$ cat src/tsq_regs.svh
`ifndef TSQ_REGS_SVH
`define TSQ_REGS_SVH

// register byte offsets
`define TSQ_ADDR_CTRL 8'h00
`define TSQ_ADDR_STATUS 8'h04
`define TSQ_ADDR_LAST_CW 8'h08
`define TSQ_ADDR_LAST_RES 8'h0C
`define TSQ_ADDR_DONE_CNT 8'h10
`define TSQ_ADDR_EVENTS 8'h14

// control register fields and reset value
`define TSQ_CTRL_EN_BIT 0
`define TSQ_CTRL_RESET 1'b1

// sticky event bits, write one to clear
`define TSQ_EVT_ABORT_BIT 0
`define TSQ_EVT_IGNORED_BIT 1

// control word layout, first bit shifted in is the start bit
`define TSQ_CW_BITS 5'd8
`define TSQ_CW_START_BIT 7
`define TSQ_CW_MODE_BIT 3
`define TSQ_CW_PD1_BIT 1
`define TSQ_CW_PD0_BIT 0
`define TSQ_PD_RESET 2'b00

// serial clock edge counts, counted from the start bit edge as one
`define TSQ_FALL_ALERT_REL 5'd4
`define TSQ_FALL_HOLD 5'd8
`define TSQ_FALL_MSB 5'd9
`define TSQ_START_GAP_12 5'd8
`define TSQ_START_GAP_8 5'd4
`define TSQ_CONV_LEN_12 4'd12
`define TSQ_CONV_LEN_8 4'd8
`define TSQ_CNT_MAX 5'd31

// bus responses
`define TSQ_RESP_OKAY 2'b00
`define TSQ_RESP_SLVERR 2'b10

`endif

$ cat src/tsq_pkg.sv
package tsq_pkg;

  typedef enum logic [1:0] {
    TSQ_ST_IDLE = 2'b00,
    TSQ_ST_CMD = 2'b01,
    TSQ_ST_RUN = 2'b10
  } tsq_state_t;

endpackage

$ cat src/tsq_axil_slave.sv
`timescale 1ns/100ps
`include "tsq_regs.svh"

module tsq_axil_slave (
  input wire logic aclk,
  input wire logic aresetn,
  input wire logic [7:0] s_axi_awaddr,
  input wire logic s_axi_awvalid,
  output logic s_axi_awready,
  input wire logic [31:0] s_axi_wdata,
  input wire logic [3:0] s_axi_wstrb,
  input wire logic s_axi_wvalid,
  output logic s_axi_wready,
  output logic [1:0] s_axi_bresp,
  output logic s_axi_bvalid,
  input wire logic s_axi_bready,
  input wire logic [7:0] s_axi_araddr,
  input wire logic s_axi_arvalid,
  output logic s_axi_arready,
  output logic [31:0] s_axi_rdata,
  output logic [1:0] s_axi_rresp,
  output logic s_axi_rvalid,
  input wire logic s_axi_rready,
  output logic reg_wr_en,
  output logic [7:0] reg_wr_addr,
  output logic [31:0] reg_wr_data,
  output logic [3:0] reg_wr_strb,
  input wire logic reg_wr_err,
  output logic [7:0] reg_rd_addr,
  input wire logic [31:0] reg_rd_data,
  input wire logic reg_rd_err
);

  logic aw_full_q;
  logic w_full_q;
  logic [7:0] awaddr_q;
  logic [31:0] wdata_q;
  logic [3:0] wstrb_q;

  // address and data are held separately so either may arrive first
  assign s_axi_awready = ~aw_full_q & ~s_axi_bvalid;
  assign s_axi_wready = ~w_full_q & ~s_axi_bvalid;
  assign reg_wr_en = aw_full_q & w_full_q & ~s_axi_bvalid;
  assign reg_wr_addr = awaddr_q;
  assign reg_wr_data = wdata_q;
  assign reg_wr_strb = wstrb_q;
  assign s_axi_arready = ~s_axi_rvalid;
  assign reg_rd_addr = s_axi_araddr;

  always_ff @(posedge aclk) begin
    if (!aresetn) begin
      aw_full_q <= 1'b0;
      awaddr_q <= 8'h00;
    end else if (s_axi_awvalid && s_axi_awready) begin
      aw_full_q <= 1'b1;
      awaddr_q <= s_axi_awaddr;
    end else if (reg_wr_en) begin
      aw_full_q <= 1'b0;
    end
  end

  always_ff @(posedge aclk) begin
    if (!aresetn) begin
      w_full_q <= 1'b0;
      wdata_q <= 32'h0000_0000;
      wstrb_q <= 4'h0;
    end else if (s_axi_wvalid && s_axi_wready) begin
      w_full_q <= 1'b1;
      wdata_q <= s_axi_wdata;
      wstrb_q <= s_axi_wstrb;
    end else if (reg_wr_en) begin
      w_full_q <= 1'b0;
    end
  end

  always_ff @(posedge aclk) begin
    if (!aresetn) begin
      s_axi_bvalid <= 1'b0;
      s_axi_bresp <= `TSQ_RESP_OKAY;
    end else if (reg_wr_en) begin
      s_axi_bvalid <= 1'b1;
      s_axi_bresp <= reg_wr_err ? `TSQ_RESP_SLVERR : `TSQ_RESP_OKAY;
    end else if (s_axi_bready) begin
      s_axi_bvalid <= 1'b0;
    end
  end

  always_ff @(posedge aclk) begin
    if (!aresetn) begin
      s_axi_rvalid <= 1'b0;
      s_axi_rdata <= 32'h0000_0000;
      s_axi_rresp <= `TSQ_RESP_OKAY;
    end else if (s_axi_arvalid && s_axi_arready) begin
      s_axi_rvalid <= 1'b1;
      s_axi_rdata <= reg_rd_data;
      s_axi_rresp <= reg_rd_err ? `TSQ_RESP_SLVERR : `TSQ_RESP_OKAY;
    end else if (s_axi_rready) begin
      s_axi_rvalid <= 1'b0;
    end
  end

endmodule

$ cat src/tsq_touch_adc_serial_sequencer.sv
// Function
// [RULE1] control word sampled on first eight rises
// [RULE2] control register loads only after start bit
// [RULE3] result output low while word shifts in
// [RULE4] result MSB launched on ninth falling edge
// [RULE5] frame: nine zeros, twelve bits, three zeros
// [RULE6] deselect releases outputs, ignores command input
// [RULE7] deselect during conversion abandons that conversion
// [RULE8] selected device keeps hunting for start bits
// [RULE9] 12-bit: next start from eighth rise
// [RULE10] 8-bit: next start from fourth rise
// [RULE11] start bit accepted during running conversion
// [RULE12] host may overlap bytes for 16-clock cycles
// [RULE13] host may use 15 clocks per conversion
// [RULE14] mode bit set selects 8-bit conversion
// [RULE15] 8-bit conversion ends four clocks sooner
// [RULE16] enabled touch pulls open-drain alert low
// [RULE17] touch alert enabled right after reset
// [RULE18] start bit disables alert until conversion end
// [RULE19] held-low alert released at fourth fall
// [RULE20] new enable takes effect after conversion completes
// [RULE21] alert may stay enabled during power-down
// [RULE22] overlapped starts keep the alert disabled; the earlier conversion's end still re-enables it here when pd0 is low
// [RULE23] sleep policy bits: power and alert choice
// [RULE24] busy high at conversion start, low next fall
// [RULE25] result bits MSB first, change on falls
//
// Design decisions made here: the register addresses and register access over AXI4-Lite.
`timescale 1ns/100ps
`include "tsq_regs.svh"

module tsq_touch_adc_serial_sequencer #(
  parameter int RES_W = 12
) (
  input wire logic aclk,
  input wire logic aresetn,
  input wire logic [7:0] s_axi_awaddr,
  input wire logic s_axi_awvalid,
  output logic s_axi_awready,
  input wire logic [31:0] s_axi_wdata,
  input wire logic [3:0] s_axi_wstrb,
  input wire logic s_axi_wvalid,
  output logic s_axi_wready,
  output logic [1:0] s_axi_bresp,
  output logic s_axi_bvalid,
  input wire logic s_axi_bready,
  input wire logic [7:0] s_axi_araddr,
  input wire logic s_axi_arvalid,
  output logic s_axi_arready,
  output logic [31:0] s_axi_rdata,
  output logic [1:0] s_axi_rresp,
  output logic s_axi_rvalid,
  input wire logic s_axi_rready,
  input wire logic cs_n,
  input wire logic conv_serial_clock,
  input wire logic cmd_in,
  output logic result_out,
  output logic result_oe,
  output logic busy_out,
  output logic busy_oe,
  input wire logic pen_touched,
  input wire logic [RES_W-1:0] sample_code,
  input wire logic touch_alert_n_i,
  output logic touch_alert_n_o,
  output logic touch_alert_n_oe
);

  generate
    if (RES_W != 12) begin : g_res_check
      $error("tsq: RES_W must be 12");
    end
  endgenerate

  function automatic logic tsq_mapped(input logic [7:0] addr);
    tsq_mapped = (addr == `TSQ_ADDR_CTRL) || (addr == `TSQ_ADDR_STATUS) ||
                 (addr == `TSQ_ADDR_LAST_CW) || (addr == `TSQ_ADDR_LAST_RES) ||
                 (addr == `TSQ_ADDR_DONE_CNT) || (addr == `TSQ_ADDR_EVENTS);
  endfunction

  logic reg_wr_en;
  logic [7:0] reg_wr_addr;
  logic [31:0] reg_wr_data;
  logic [3:0] reg_wr_strb;
  logic [7:0] reg_rd_addr;
  logic [31:0] reg_rd_data;

  tsq_axil_slave u_bus (
    .aclk(aclk),
    .aresetn(aresetn),
    .s_axi_awaddr(s_axi_awaddr),
    .s_axi_awvalid(s_axi_awvalid),
    .s_axi_awready(s_axi_awready),
    .s_axi_wdata(s_axi_wdata),
    .s_axi_wstrb(s_axi_wstrb),
    .s_axi_wvalid(s_axi_wvalid),
    .s_axi_wready(s_axi_wready),
    .s_axi_bresp(s_axi_bresp),
    .s_axi_bvalid(s_axi_bvalid),
    .s_axi_bready(s_axi_bready),
    .s_axi_araddr(s_axi_araddr),
    .s_axi_arvalid(s_axi_arvalid),
    .s_axi_arready(s_axi_arready),
    .s_axi_rdata(s_axi_rdata),
    .s_axi_rresp(s_axi_rresp),
    .s_axi_rvalid(s_axi_rvalid),
    .s_axi_rready(s_axi_rready),
    .reg_wr_en(reg_wr_en),
    .reg_wr_addr(reg_wr_addr),
    .reg_wr_data(reg_wr_data),
    .reg_wr_strb(reg_wr_strb),
    .reg_wr_err(~tsq_mapped(reg_wr_addr)),
    .reg_rd_addr(reg_rd_addr),
    .reg_rd_data(reg_rd_data),
    .reg_rd_err(~tsq_mapped(reg_rd_addr))
  );

  tsq_pkg::tsq_state_t st_q;
  logic enable_q;
  logic sclk_q;
  logic [4:0] rcnt_q;
  logic [4:0] fcnt_q;
  logic [7:0] cw_q;
  logic conv_q;
  logic [3:0] ccnt_q;
  logic conv_mode_q;
  logic [RES_W-1:0] code_q;
  logic [RES_W-1:0] sreg_q;
  logic busy_q;
  logic [1:0] policy_q;
  logic alert_on_q;
  logic hold_low_q;
  logic alert_oe_q;
  logic [7:0] last_cw_q;
  logic [RES_W-1:0] last_res_q;
  logic [15:0] done_cnt_q;
  logic evt_abort_q;
  logic evt_ignored_q;

  logic sel;
  logic rise;
  logic fall;
  logic [4:0] rise_n;
  logic [4:0] fall_n;
  logic [4:0] start_thr;
  logic gap_met;
  logic start_hit;
  logic start_ignored;
  logic hold_ev;
  logic msb_ev;
  logic rel_ev;
  logic [3:0] conv_len;
  logic conv_end;
  logic frame_live;
  logic abort_ev;
  logic [RES_W-1:0] code_aligned;
  logic evt_clr_wr;

  // serial pins are synchronous to aclk, so edges come from one delayed copy
  assign sel = ~cs_n & enable_q;
  assign rise = sel & conv_serial_clock & ~sclk_q;
  assign fall = sel & ~conv_serial_clock & sclk_q;
  assign rise_n = (rcnt_q == `TSQ_CNT_MAX) ? rcnt_q : rcnt_q + 5'd1;
  assign fall_n = (fcnt_q == `TSQ_CNT_MAX) ? fcnt_q : fcnt_q + 5'd1;

  // blanking window counted from the start-bit rise of the captured word
  assign start_thr = cw_q[`TSQ_CW_MODE_BIT] ?
                     (`TSQ_CW_BITS + `TSQ_START_GAP_8) :
                     (`TSQ_CW_BITS + `TSQ_START_GAP_12); // [RULE9] [RULE10]
  assign gap_met = (st_q == tsq_pkg::TSQ_ST_RUN) && (rise_n >= start_thr);
  // start bits count even while a conversion runs, so bytes can overlap
  assign start_hit = rise & cmd_in &
                     ((st_q == tsq_pkg::TSQ_ST_IDLE) | gap_met); // [RULE2] [RULE8] [RULE11] [RULE12] [RULE13]
  assign start_ignored = rise & cmd_in & (st_q == tsq_pkg::TSQ_ST_RUN) & ~gap_met;

  assign hold_ev = fall & (st_q == tsq_pkg::TSQ_ST_RUN) & (fall_n == `TSQ_FALL_HOLD);
  assign msb_ev = fall & (st_q == tsq_pkg::TSQ_ST_RUN) & (fall_n == `TSQ_FALL_MSB);
  assign rel_ev = fall & (fall_n == `TSQ_FALL_ALERT_REL);

  assign conv_len = conv_mode_q ? `TSQ_CONV_LEN_8 : `TSQ_CONV_LEN_12; // [RULE14] [RULE15]
  assign conv_end = fall & conv_q & ((ccnt_q + 4'd1) == conv_len);
  assign frame_live = (st_q != tsq_pkg::TSQ_ST_IDLE) | conv_q;
  assign abort_ev = ~sel & frame_live;

  // 8-bit results drop the low nibble so the trailing bits shift out as zeros
  assign code_aligned = conv_mode_q ? {code_q[RES_W-1:4], 4'h0} : code_q;

  always_ff @(posedge aclk) begin
    if (!aresetn) begin
      sclk_q <= 1'b0;
    end else begin
      sclk_q <= conv_serial_clock;
    end
  end

  // capture framing: start bit, then seven more command bits
  always_ff @(posedge aclk) begin
    if (!aresetn) begin
      st_q <= tsq_pkg::TSQ_ST_IDLE;
      rcnt_q <= 5'd0;
      fcnt_q <= 5'd0;
      cw_q <= 8'h00;
    end else if (!sel) begin
      st_q <= tsq_pkg::TSQ_ST_IDLE; // [RULE6]
      rcnt_q <= 5'd0;
      fcnt_q <= 5'd0;
    end else if (start_hit) begin
      st_q <= tsq_pkg::TSQ_ST_CMD;
      rcnt_q <= 5'd1;
      fcnt_q <= 5'd0;
      cw_q <= 8'h01;
    end else if (rise) begin
      rcnt_q <= rise_n;
      if (st_q == tsq_pkg::TSQ_ST_CMD) begin
        cw_q <= {cw_q[6:0], cmd_in}; // [RULE1]
        if (rise_n == `TSQ_CW_BITS) begin
          st_q <= tsq_pkg::TSQ_ST_RUN;
        end
      end
    end else if (fall) begin
      fcnt_q <= fall_n;
    end
  end

  // conversion runs on its own count so an overlapped start does not cut it short
  always_ff @(posedge aclk) begin
    if (!aresetn) begin
      conv_q <= 1'b0;
      ccnt_q <= 4'd0;
      conv_mode_q <= 1'b0;
      code_q <= '0;
    end else if (!sel) begin
      conv_q <= 1'b0; // [RULE7]
      ccnt_q <= 4'd0;
    end else if (hold_ev) begin
      conv_q <= 1'b1;
      ccnt_q <= 4'd0;
      conv_mode_q <= cw_q[`TSQ_CW_MODE_BIT]; // [RULE14]
      code_q <= sample_code;
    end else if (conv_end) begin
      conv_q <= 1'b0; // [RULE15]
      ccnt_q <= 4'd0;
    end else if (fall && conv_q) begin
      ccnt_q <= ccnt_q + 4'd1;
    end
  end

  // output shifter stays zero until the ninth fall, giving the leading zeros
  always_ff @(posedge aclk) begin
    if (!aresetn) begin
      sreg_q <= '0;
    end else if (!sel) begin
      sreg_q <= '0;
    end else if (msb_ev) begin
      sreg_q <= code_aligned; // [RULE4] [RULE5]
    end else if (fall) begin
      sreg_q <= {sreg_q[RES_W-2:0], 1'b0}; // [RULE25] [RULE5] [RULE3]
    end
  end

  always_ff @(posedge aclk) begin
    if (!aresetn) begin
      busy_q <= 1'b0;
    end else if (!sel) begin
      busy_q <= 1'b0;
    end else if (hold_ev) begin
      busy_q <= 1'b1; // [RULE24]
    end else if (fall) begin
      busy_q <= 1'b0; // [RULE24]
    end
  end

  assign result_out = sreg_q[RES_W-1];
  assign result_oe = sel; // [RULE6]
  assign busy_out = busy_q;
  assign busy_oe = sel; // [RULE6]

  // sleep policy bits become active only when acquisition ends
  always_ff @(posedge aclk) begin
    if (!aresetn) begin
      policy_q <= `TSQ_PD_RESET; // [RULE17]
    end else if (hold_ev) begin
      policy_q <= {cw_q[`TSQ_CW_PD1_BIT], cw_q[`TSQ_CW_PD0_BIT]}; // [RULE23]
    end
  end

  // pd0 low means alert enabled, whether or not the converter sleeps
  always_ff @(posedge aclk) begin
    if (!aresetn) begin
      alert_on_q <= 1'b1; // [RULE17]
    end else if (abort_ev) begin
      alert_on_q <= ~policy_q[`TSQ_CW_PD0_BIT];
    end else if (start_hit) begin
      alert_on_q <= 1'b0; // [RULE18] [RULE22]
    end else if (conv_end) begin
      alert_on_q <= ~policy_q[`TSQ_CW_PD0_BIT]; // [RULE20] [RULE21] [RULE23]
    end
  end

  // a low alert is latched at the start bit so the pin cannot bounce mid-word
  always_ff @(posedge aclk) begin
    if (!aresetn) begin
      hold_low_q <= 1'b0;
    end else if (abort_ev) begin
      hold_low_q <= 1'b0;
    end else if (start_hit) begin
      hold_low_q <= alert_oe_q; // [RULE19]
    end else if (rel_ev) begin
      hold_low_q <= 1'b0; // [RULE19]
    end
  end

  always_ff @(posedge aclk) begin
    if (!aresetn) begin
      alert_oe_q <= 1'b0;
    end else if (rel_ev) begin
      alert_oe_q <= alert_on_q & pen_touched; // [RULE19]
    end else begin
      alert_oe_q <= hold_low_q | (alert_on_q & pen_touched); // [RULE16]
    end
  end

  // open drain: only ever drive low, the pull-up makes the idle high
  assign touch_alert_n_o = 1'b0; // [RULE16]
  assign touch_alert_n_oe = alert_oe_q;

  always_ff @(posedge aclk) begin
    if (!aresetn) begin
      last_cw_q <= 8'h00;
      last_res_q <= '0;
      done_cnt_q <= 16'h0000;
    end else begin
      if (hold_ev) begin
        last_cw_q <= cw_q;
      end
      if (conv_end) begin
        last_res_q <= code_aligned;
        done_cnt_q <= done_cnt_q + 16'h0001;
      end
    end
  end

  assign evt_clr_wr = reg_wr_en && (reg_wr_addr == `TSQ_ADDR_EVENTS) && reg_wr_strb[0];

  // sticky events: a set in the clearing cycle wins
  always_ff @(posedge aclk) begin
    if (!aresetn) begin
      evt_abort_q <= 1'b0;
      evt_ignored_q <= 1'b0;
    end else begin
      if (conv_q && !sel) begin
        evt_abort_q <= 1'b1;
      end else if (evt_clr_wr && reg_wr_data[`TSQ_EVT_ABORT_BIT]) begin
        evt_abort_q <= 1'b0;
      end
      if (start_ignored) begin
        evt_ignored_q <= 1'b1;
      end else if (evt_clr_wr && reg_wr_data[`TSQ_EVT_IGNORED_BIT]) begin
        evt_ignored_q <= 1'b0;
      end
    end
  end

  // disabling the port looks like a deselect to the serial logic
  always_ff @(posedge aclk) begin
    if (!aresetn) begin
      enable_q <= `TSQ_CTRL_RESET;
    end else if (reg_wr_en && (reg_wr_addr == `TSQ_ADDR_CTRL) && reg_wr_strb[0]) begin
      enable_q <= reg_wr_data[`TSQ_CTRL_EN_BIT];
    end
  end

  always_comb begin
    reg_rd_data = 32'h0000_0000;
    if (reg_rd_addr == `TSQ_ADDR_CTRL) begin
      reg_rd_data[`TSQ_CTRL_EN_BIT] = enable_q;
    end else if (reg_rd_addr == `TSQ_ADDR_STATUS) begin
      reg_rd_data[1:0] = st_q;
      reg_rd_data[2] = conv_q;
      reg_rd_data[3] = busy_q;
      reg_rd_data[4] = alert_on_q;
      reg_rd_data[6:5] = policy_q;
      reg_rd_data[7] = conv_mode_q;
      reg_rd_data[8] = conv_q | policy_q[`TSQ_CW_PD1_BIT];
      reg_rd_data[9] = touch_alert_n_i;
      reg_rd_data[10] = sel;
    end else if (reg_rd_addr == `TSQ_ADDR_LAST_CW) begin
      reg_rd_data[7:0] = last_cw_q;
    end else if (reg_rd_addr == `TSQ_ADDR_LAST_RES) begin
      reg_rd_data[RES_W-1:0] = last_res_q;
    end else if (reg_rd_addr == `TSQ_ADDR_DONE_CNT) begin
      reg_rd_data[15:0] = done_cnt_q;
    end else if (reg_rd_addr == `TSQ_ADDR_EVENTS) begin
      reg_rd_data[`TSQ_EVT_ABORT_BIT] = evt_abort_q;
      reg_rd_data[`TSQ_EVT_IGNORED_BIT] = evt_ignored_q;
    end
  end

endmodule

$ cat config.mk
export PLATFORM = sky130hd
export DESIGN_NAME = tsq_touch_adc_serial_sequencer
export DESIGN_NICKNAME = d
export VERILOG_FILES = /design/src/tsq_pkg.sv /design/src/tsq_axil_slave.sv /design/src/tsq_touch_adc_serial_sequencer.sv
export VERILOG_INCLUDE_DIRS = /design/src
export SDC_FILE = /design/constraint.sdc
export NUM_CORES = 1
export LEC_CHECK = 0
export BUFFER_PORTS_ARGS = -buffer_cell sky130_fd_sc_hd__buf_2
export CAP_MARGIN = 20
export CORE_ASPECT_RATIO = 1.75
export CORE_MARGIN = 1.5
export CORE_UTILIZATION = 62
export CTS_CLUSTER_DIAMETER = 30
export DETAILED_ROUTE_END_ITERATION = 16
export PLACE_DENSITY = 0.86
export SYNTH_ARGS = -nofsm -noshare
export SYNTH_HDL_FRONTEND = slang
export SYNTH_HIERARCHICAL = 1
export SYNTH_SLANG_ARGS = --single-unit
export TNS_END_PERCENT = 30
$ cat constraint.sdc
create_clock -name aclk -period 4 [get_ports aclk]
set_clock_uncertainty 0.2 [all_clocks]
set_input_delay 0.8 -clock aclk [delete_from_list [all_inputs] [get_ports aclk]]
set_output_delay 0.8 -clock aclk [all_outputs]
set_load 0.05 [all_outputs]
---- Yosys cells after proc, flatten, opt, wreduce, memory -nomap -nowiden ----
Index checks and enable logic that the tools add are counted.
word-level totals
  register bits ........................... 131
  word-level logic and storage cells ...... 198
  input bits .............................. 76
  output and inout port bits .............. 47
operators by class
  add/sub/neg operators ................... 4
  $lt $le $gt $ge ......................... 1
  bitwise gates (word level) .............. 37
  mux-type cells .......................... 54
  eq/ne operators ......................... 19
  reduce and logical (&&, ||, !) cells .... 50
operators by type and width
  cell                                                                   count
  14-bit 2-to-1 mux                                                      5
  8-bit 2-to-1 mux                                                       5
  12-bit 2-to-1 mux                                                      3
  8-bit by 4-bit equality test with 1-bit output, second input constant  4
  8-bit by 5-bit equality test with 1-bit output, second input constant  4
  1-bit 2-to-1 mux                                                       28
  2-bit nonzero test                                                     14
  1-bit bitwise AND                                                      21
  5-bit 2-to-1 mux                                                       4
  16-bit by 1-bit adder with 16-bit output, second input constant        1
  8-bit by 3-bit equality test with 1-bit output, second input constant  2
  8-bit zero test                                                        2
  5-bit by 4-bit equality test with 1-bit output, second input constant  3
  15-bit 2-to-1 mux                                                      1
  1-bit logical AND                                                      12
  1-bit inverter                                                         12
  11-bit 2-to-1 mux                                                      1
  5-bit by 1-bit adder with 5-bit output, second input constant          2
  5-bit equality test, second input constant                             2
  1-bit logical OR                                                       10
  3-bit AND reduction                                                    3
  2-bit 2-to-1 mux                                                       4
  4-bit 2-to-1 mux                                                       2
  2-bit AND reduction                                                    3
  14 further kinds                                                       17

---- Longest topological paths before layout ----
  depth in word-level cells ............... 10
  gate-level depth with buffers ........... 10
  depth with buffers taken out ............ 9

---- Hierarchy ----
Netlist, hierarchy kept.
modules (own cells, without submodules)
  module                          cells an instance  instances  area each (sq um)  seq. area each (sq um)
  tsq_touch_adc_serial_sequencer  618                1          4863.4             1881.8
  tsq_axil_slave                  377                1          3141.8             1641.6

---- Least setup slack after synthesis ----
No wires, ideal clock.
  path kind ............................... input port to flip-flop
  start point ............................. input port cs_n
  end point ............................... register sreg_q[1]
  library setup time ...................... 0.074 ns
  arrival time ............................ 2.365 ns
  path buffers ............................ 1
  required time ........................... 3.726 ns
  stages on the path ...................... 7
  path slack .............................. 1.361 ns
  cell sequence ........................... nand2b_1 > inv_1 > nand2_1 > nor4b_1 > buf_2 > nand3_1 > a31oi_1
between the ends
  word-level cells in the longest chain between the ends .. 7
  elaborated cells between the ends (all ways) .. 9
  those cells by class .................... mux (1); bitwise (6); reduce/logical (2)
RTL lines
  what                                                            RTL line                               RTL
  start: declaration                                              tsq_touch_adc_serial_sequencer.sv:54   input wire logic cs_n,
  1-bit inverter *                                                tsq_touch_adc_serial_sequencer.sv:159  assign sel = ~cs_n & enable_q;
  1-bit bitwise AND *                                             tsq_touch_adc_serial_sequencer.sv:159
  named net busy_oe                                               tsq_touch_adc_serial_sequencer.sv:60   output logic busy_oe,
  1-bit bitwise AND (2 in series)                                 tsq_touch_adc_serial_sequencer.sv:161  assign fall = sel & ~conv_serial_clock & sclk_q;
  1-bit bitwise AND (2 in series)                                 tsq_touch_adc_serial_sequencer.sv:176  assign msb_ev = fall & (st_q == tsq_pkg::TSQ_ST_RUN) & (fall_n == `TSQ_FALL_MSB);
  12-bit 2-to-1 mux / 2-bit nonzero test (equally long branches)  --
  end signal: assignment                                          tsq_touch_adc_serial_sequencer.sv:254  sreg_q <= code_aligned;
  end signal: assignment                                          tsq_touch_adc_serial_sequencer.sv:256  sreg_q <= {sreg_q[RES_W-2:0], 1'b0};
  end: declaration                                                tsq_touch_adc_serial_sequencer.sv:127  logic [RES_W-1:0] sreg_q;
The timed path passes the listed nets; every way through them passes the cells marked *.
A chain may end at the register's enable or synchronous reset.

---- Worst setup path after layout ----
  start point ............................. register rcnt_q[0]
  end point ............................... register fcnt_q[3]
between the ends
  word-level cells in the longest chain between the ends .. 7
  elaborated cells between the ends (all ways) .. 8
  those cells by class .................... add/sub (1); order compare (1); eq/ne (1); mux (1); bitwise (2); reduce/logical (2)
RTL lines
  what                                                                                  RTL line                               RTL
  start: declaration                                                                    tsq_touch_adc_serial_sequencer.sv:120  logic [4:0] rcnt_q;
  start signal: assignment                                                              tsq_touch_adc_serial_sequencer.sv:212  rcnt_q <= rise_n;
  5-bit by 1-bit adder with 5-bit output / 5-bit equality test (equally long branches)  --
  5-bit 2-to-1 mux *                                                                    tsq_touch_adc_serial_sequencer.sv:162  assign rise_n = (rcnt_q == `TSQ_CNT_MAX) ? rcnt_q : rcnt_q + 5'd1;
  named net rise_n[3]                                                                   tsq_touch_adc_serial_sequencer.sv:142  logic [4:0] rise_n;
  5-bit greater-or-equal comparator *                                                   tsq_touch_adc_serial_sequencer.sv:169  assign gap_met = (st_q == tsq_pkg::TSQ_ST_RUN) && (rise_n >= start_thr);
  1-bit logical AND *                                                                   tsq_touch_adc_serial_sequencer.sv:169
  1-bit OR *                                                                            tsq_touch_adc_serial_sequencer.sv:172  ((st_q == tsq_pkg::TSQ_ST_IDLE) | gap_met);
  1-bit bitwise AND *                                                                   tsq_touch_adc_serial_sequencer.sv:171  assign start_hit = rise & cmd_in &
  3-bit OR reduction (no source line) *                                                 --
  end signal: assignment                                                                tsq_touch_adc_serial_sequencer.sv:220  fcnt_q <= fall_n;
  end: declaration                                                                      tsq_touch_adc_serial_sequencer.sv:121  logic [4:0] fcnt_q;
Marks and branches as above.

==> results.cfg <==
[status]
status = finished clean

[worst_setup_path]
crit_family = compound AO/OA/AOI/OAI gates
critPathLaunchType = flop
timing.critical_path.fanout_max = 10
cp.arrival_ns = 3.37
critical_path_buf_inv_count = 0
crit_required_ns = 4.13
cpMostUsedCell = ha_1
critPathKind = reg -> reg
r2r-start = rcnt_q[0]
worstPathCellList = ha_1 > a21boi_0 > a41oi_1 > ha_1 > nor2b_1 > o21ai_0 > o2111a_1 > o21ai_1 > a311oi_1
cp_slowest_stage_delay_ns = 0.46
crit_slowest_cell = o2111a_1
worstSetupStartpoint = rcnt_q[0]
cp-end-kind = flop

[global_route]
gr-usage-met3_pct = 7.56
grt_util_met2_pct = 51.8
grt_overflow_total = 0
grt_first_pass_wirelength_um = 27500
grt_use_met1_pct = 32.2
grt-busiest-layer = met2
grt_usage_pct = 30.4
antenna_found_initial = 0
grt_max_degree = 76
first_global_vias = 5922

[route]
drt_iter0_markers = 520
detail_route.wl_per_cell_um = 16.5
viasPerCell = 6.12
drc = 0
postRouteAntennaNets = 0
drt_pass1_iterations = 6
vias = 6437
wl_um = 17300

[sta]
slew_headroom_pct = 31.9
fin_crit_sh_pct = 80.8
fin_tns_setup_ns = 0
rsz0062_at_grt = false
setup_viol = 0
worstMarginPinSlew_ns = 1.02
hold_violations = 0
max_freq_mhz = 309
period_needed_ns = 3.23
finalMaxSlewViolations = 0

[min_path]
hold_start = u_bus/s_axi_rdata[12]
hold_class = reg -> reg

[floorplan]
start_util_pct = 63.7
die_w_um = 82.5
dieHeight_um = 142
fp-row-count = 50
die-area_um2 = 11700
num_io_pins = 123
core_um2 = 10800

[clocking]
clkTransAtPathRegs_ns = 0.06
clk_path_buf_depth = 2
insertion_delay_ns = 0.42
postCtsHoldBufs = 0
ctsResizeCount = 0
tritoncts = built
clock-root-buffer = clkbuf_16
cts_sinks = 143
htreeDepth = 4
cts_buffers = 17
cts_setup_buffers = 0

[run]
max-cap-violations = 0

[placed_design]
placed_area_um2 = 7190
dp_hpwl_um = 11700
gp_congestion = 0.865
portBuffers = 86

[pwr]
p_int_uw = 2710
p_clk_share_pct = 50.4
p_per_area_nw_per_um2 = 446
pwr-share-seq_pct = 42.0
combPwrFrac_pct = 7.6
p_leak_uw = 0.00297
switchingPower_uw = 799
p_total_uw = 3510
p_sw_share_pct = 22.8
peakVddDrop_v = 0.000355

[final_layout]
layout-drive-gt1-share_pct = 15.0
fillers = 821
syn2layout_area_growth_pct = 14.9
stdcell_area_um2 = 7870
regArea_um2 = 2860
layout.nets = 995
diodes = 0
multiInputGateArea_um2 = 3590

[logic_synthesis]
netlist_area_um2 = 6850
syn_avg_cell_area_um2 = 7.99
ys_warn_count = 6
syn_inst = 857
## power groups by stage
stage | registers [uW] | clock network (uW) | logic [uW]
2_1_floorplan | 1550 | 0 | 166
3_3_place_gp | 1500 | 0 | 257
3_5_place_dp | 1510 | 0 | 263
4_1_cts | 1480 | 1780 | 265
5_1_grt | 1480 | 1840 | 291
6_report | 1480 | 1770 | 267
## placed cells by master, fill, tap and decap left out, types with 5 or more instances in the layout
cell and instances:
nand2_1 144, dfxtp_1 143, a21oi_1 91, buf_2 87, o21ai_0 63, nand3_1 57, a21boi_0 36, nor2_1 29
conb_1 19, clkbuf_16 17, nor2b_1 16, inv_1 15, a31oi_1 12, nand2b_1 11, mux2i_1 11, and3_1 10
buf_4 10, ha_1 9, a21o_1 8, and2_1 7, nand4_1 7, nor4_1 7, o211ai_1 7, o31ai_1 6
or4_1 6, xnor2_1 6, nor3_1 6, bufinv_16 6, a2bb2oi_1 5
## registers in the layout (all words and copies together), names as in the netlist, 2 cells and up
signal             flops
ccnt_q                 4
code_q                12
cw_q                   8
done_cnt_q            16
fcnt_q                 5
last_cw_q              7
last_res_q            12
rcnt_q                 5
sreg_q                12
st_q                   2
u_bus/reg_wr_addr      8
u_bus/reg_wr_data      2
u_bus/s_axi_rdata     32
## final cells by class
class / count / area share [%]
clock buffer: 19 / 5.63
clock inverter: 11 / 2.72
inverter: 15 / 0.716
multi-input combinational: 634 / 45.6
sequential: 143 / 36.4
tap: 130 / 2.07
timing repair buffer: 99 / 6.87
## worst reg2reg max path: stages (launching register included)
cell and delay (ns):
dfxtp_1 0.42, ha_1 0.29, a21boi_0 0.12, a41oi_1 0.37, ha_1 0.31, nor2b_1 0.13, o21ai_0 0.20, o2111a_1 0.46
o21ai_1 0.33, a311oi_1 0.31
## per-layer routing
layer | vias to the layer above | routed length, um
li1 | 3092 | -
met1 | 2960 | 6290
met2 | 307 | 8870
met3 | 78 | 1200
met4 | 0 | 950
met5 | - | 0
## worst paths after layout
kind / end / slack, ns / cells after the start
worst max register to register: fcnt_q[3] / 0.77 / 9
worst min register to register: u_bus/s_axi_rdata[12] / 0.26 / 2
worst min-delay path: u_bus/s_axi_rdata[12] / 0.26 / 2
worst max-delay path: fcnt_q[3] / 0.77 / 9
## stage by stage
stage | utilization (%) | setup WS, ns | hold WS [ns] | cells
3_5_place_dp | 66.8 | 0.856 | 0.249 | 1019
2_1_floorplan | - | 1.36 | 0.230 | 874
5_1_grt | 73.1 | 0.452 | 0.284 | 1051
3_3_place_gp | 66.7 | 0.910 | 0.242 | 1018
4_1_cts | 72.9 | 0.779 | 0.264 | 1049
6_report | 73.1 | 0.768 | 0.260 | 1051
(Power assumes the default switching activity.)
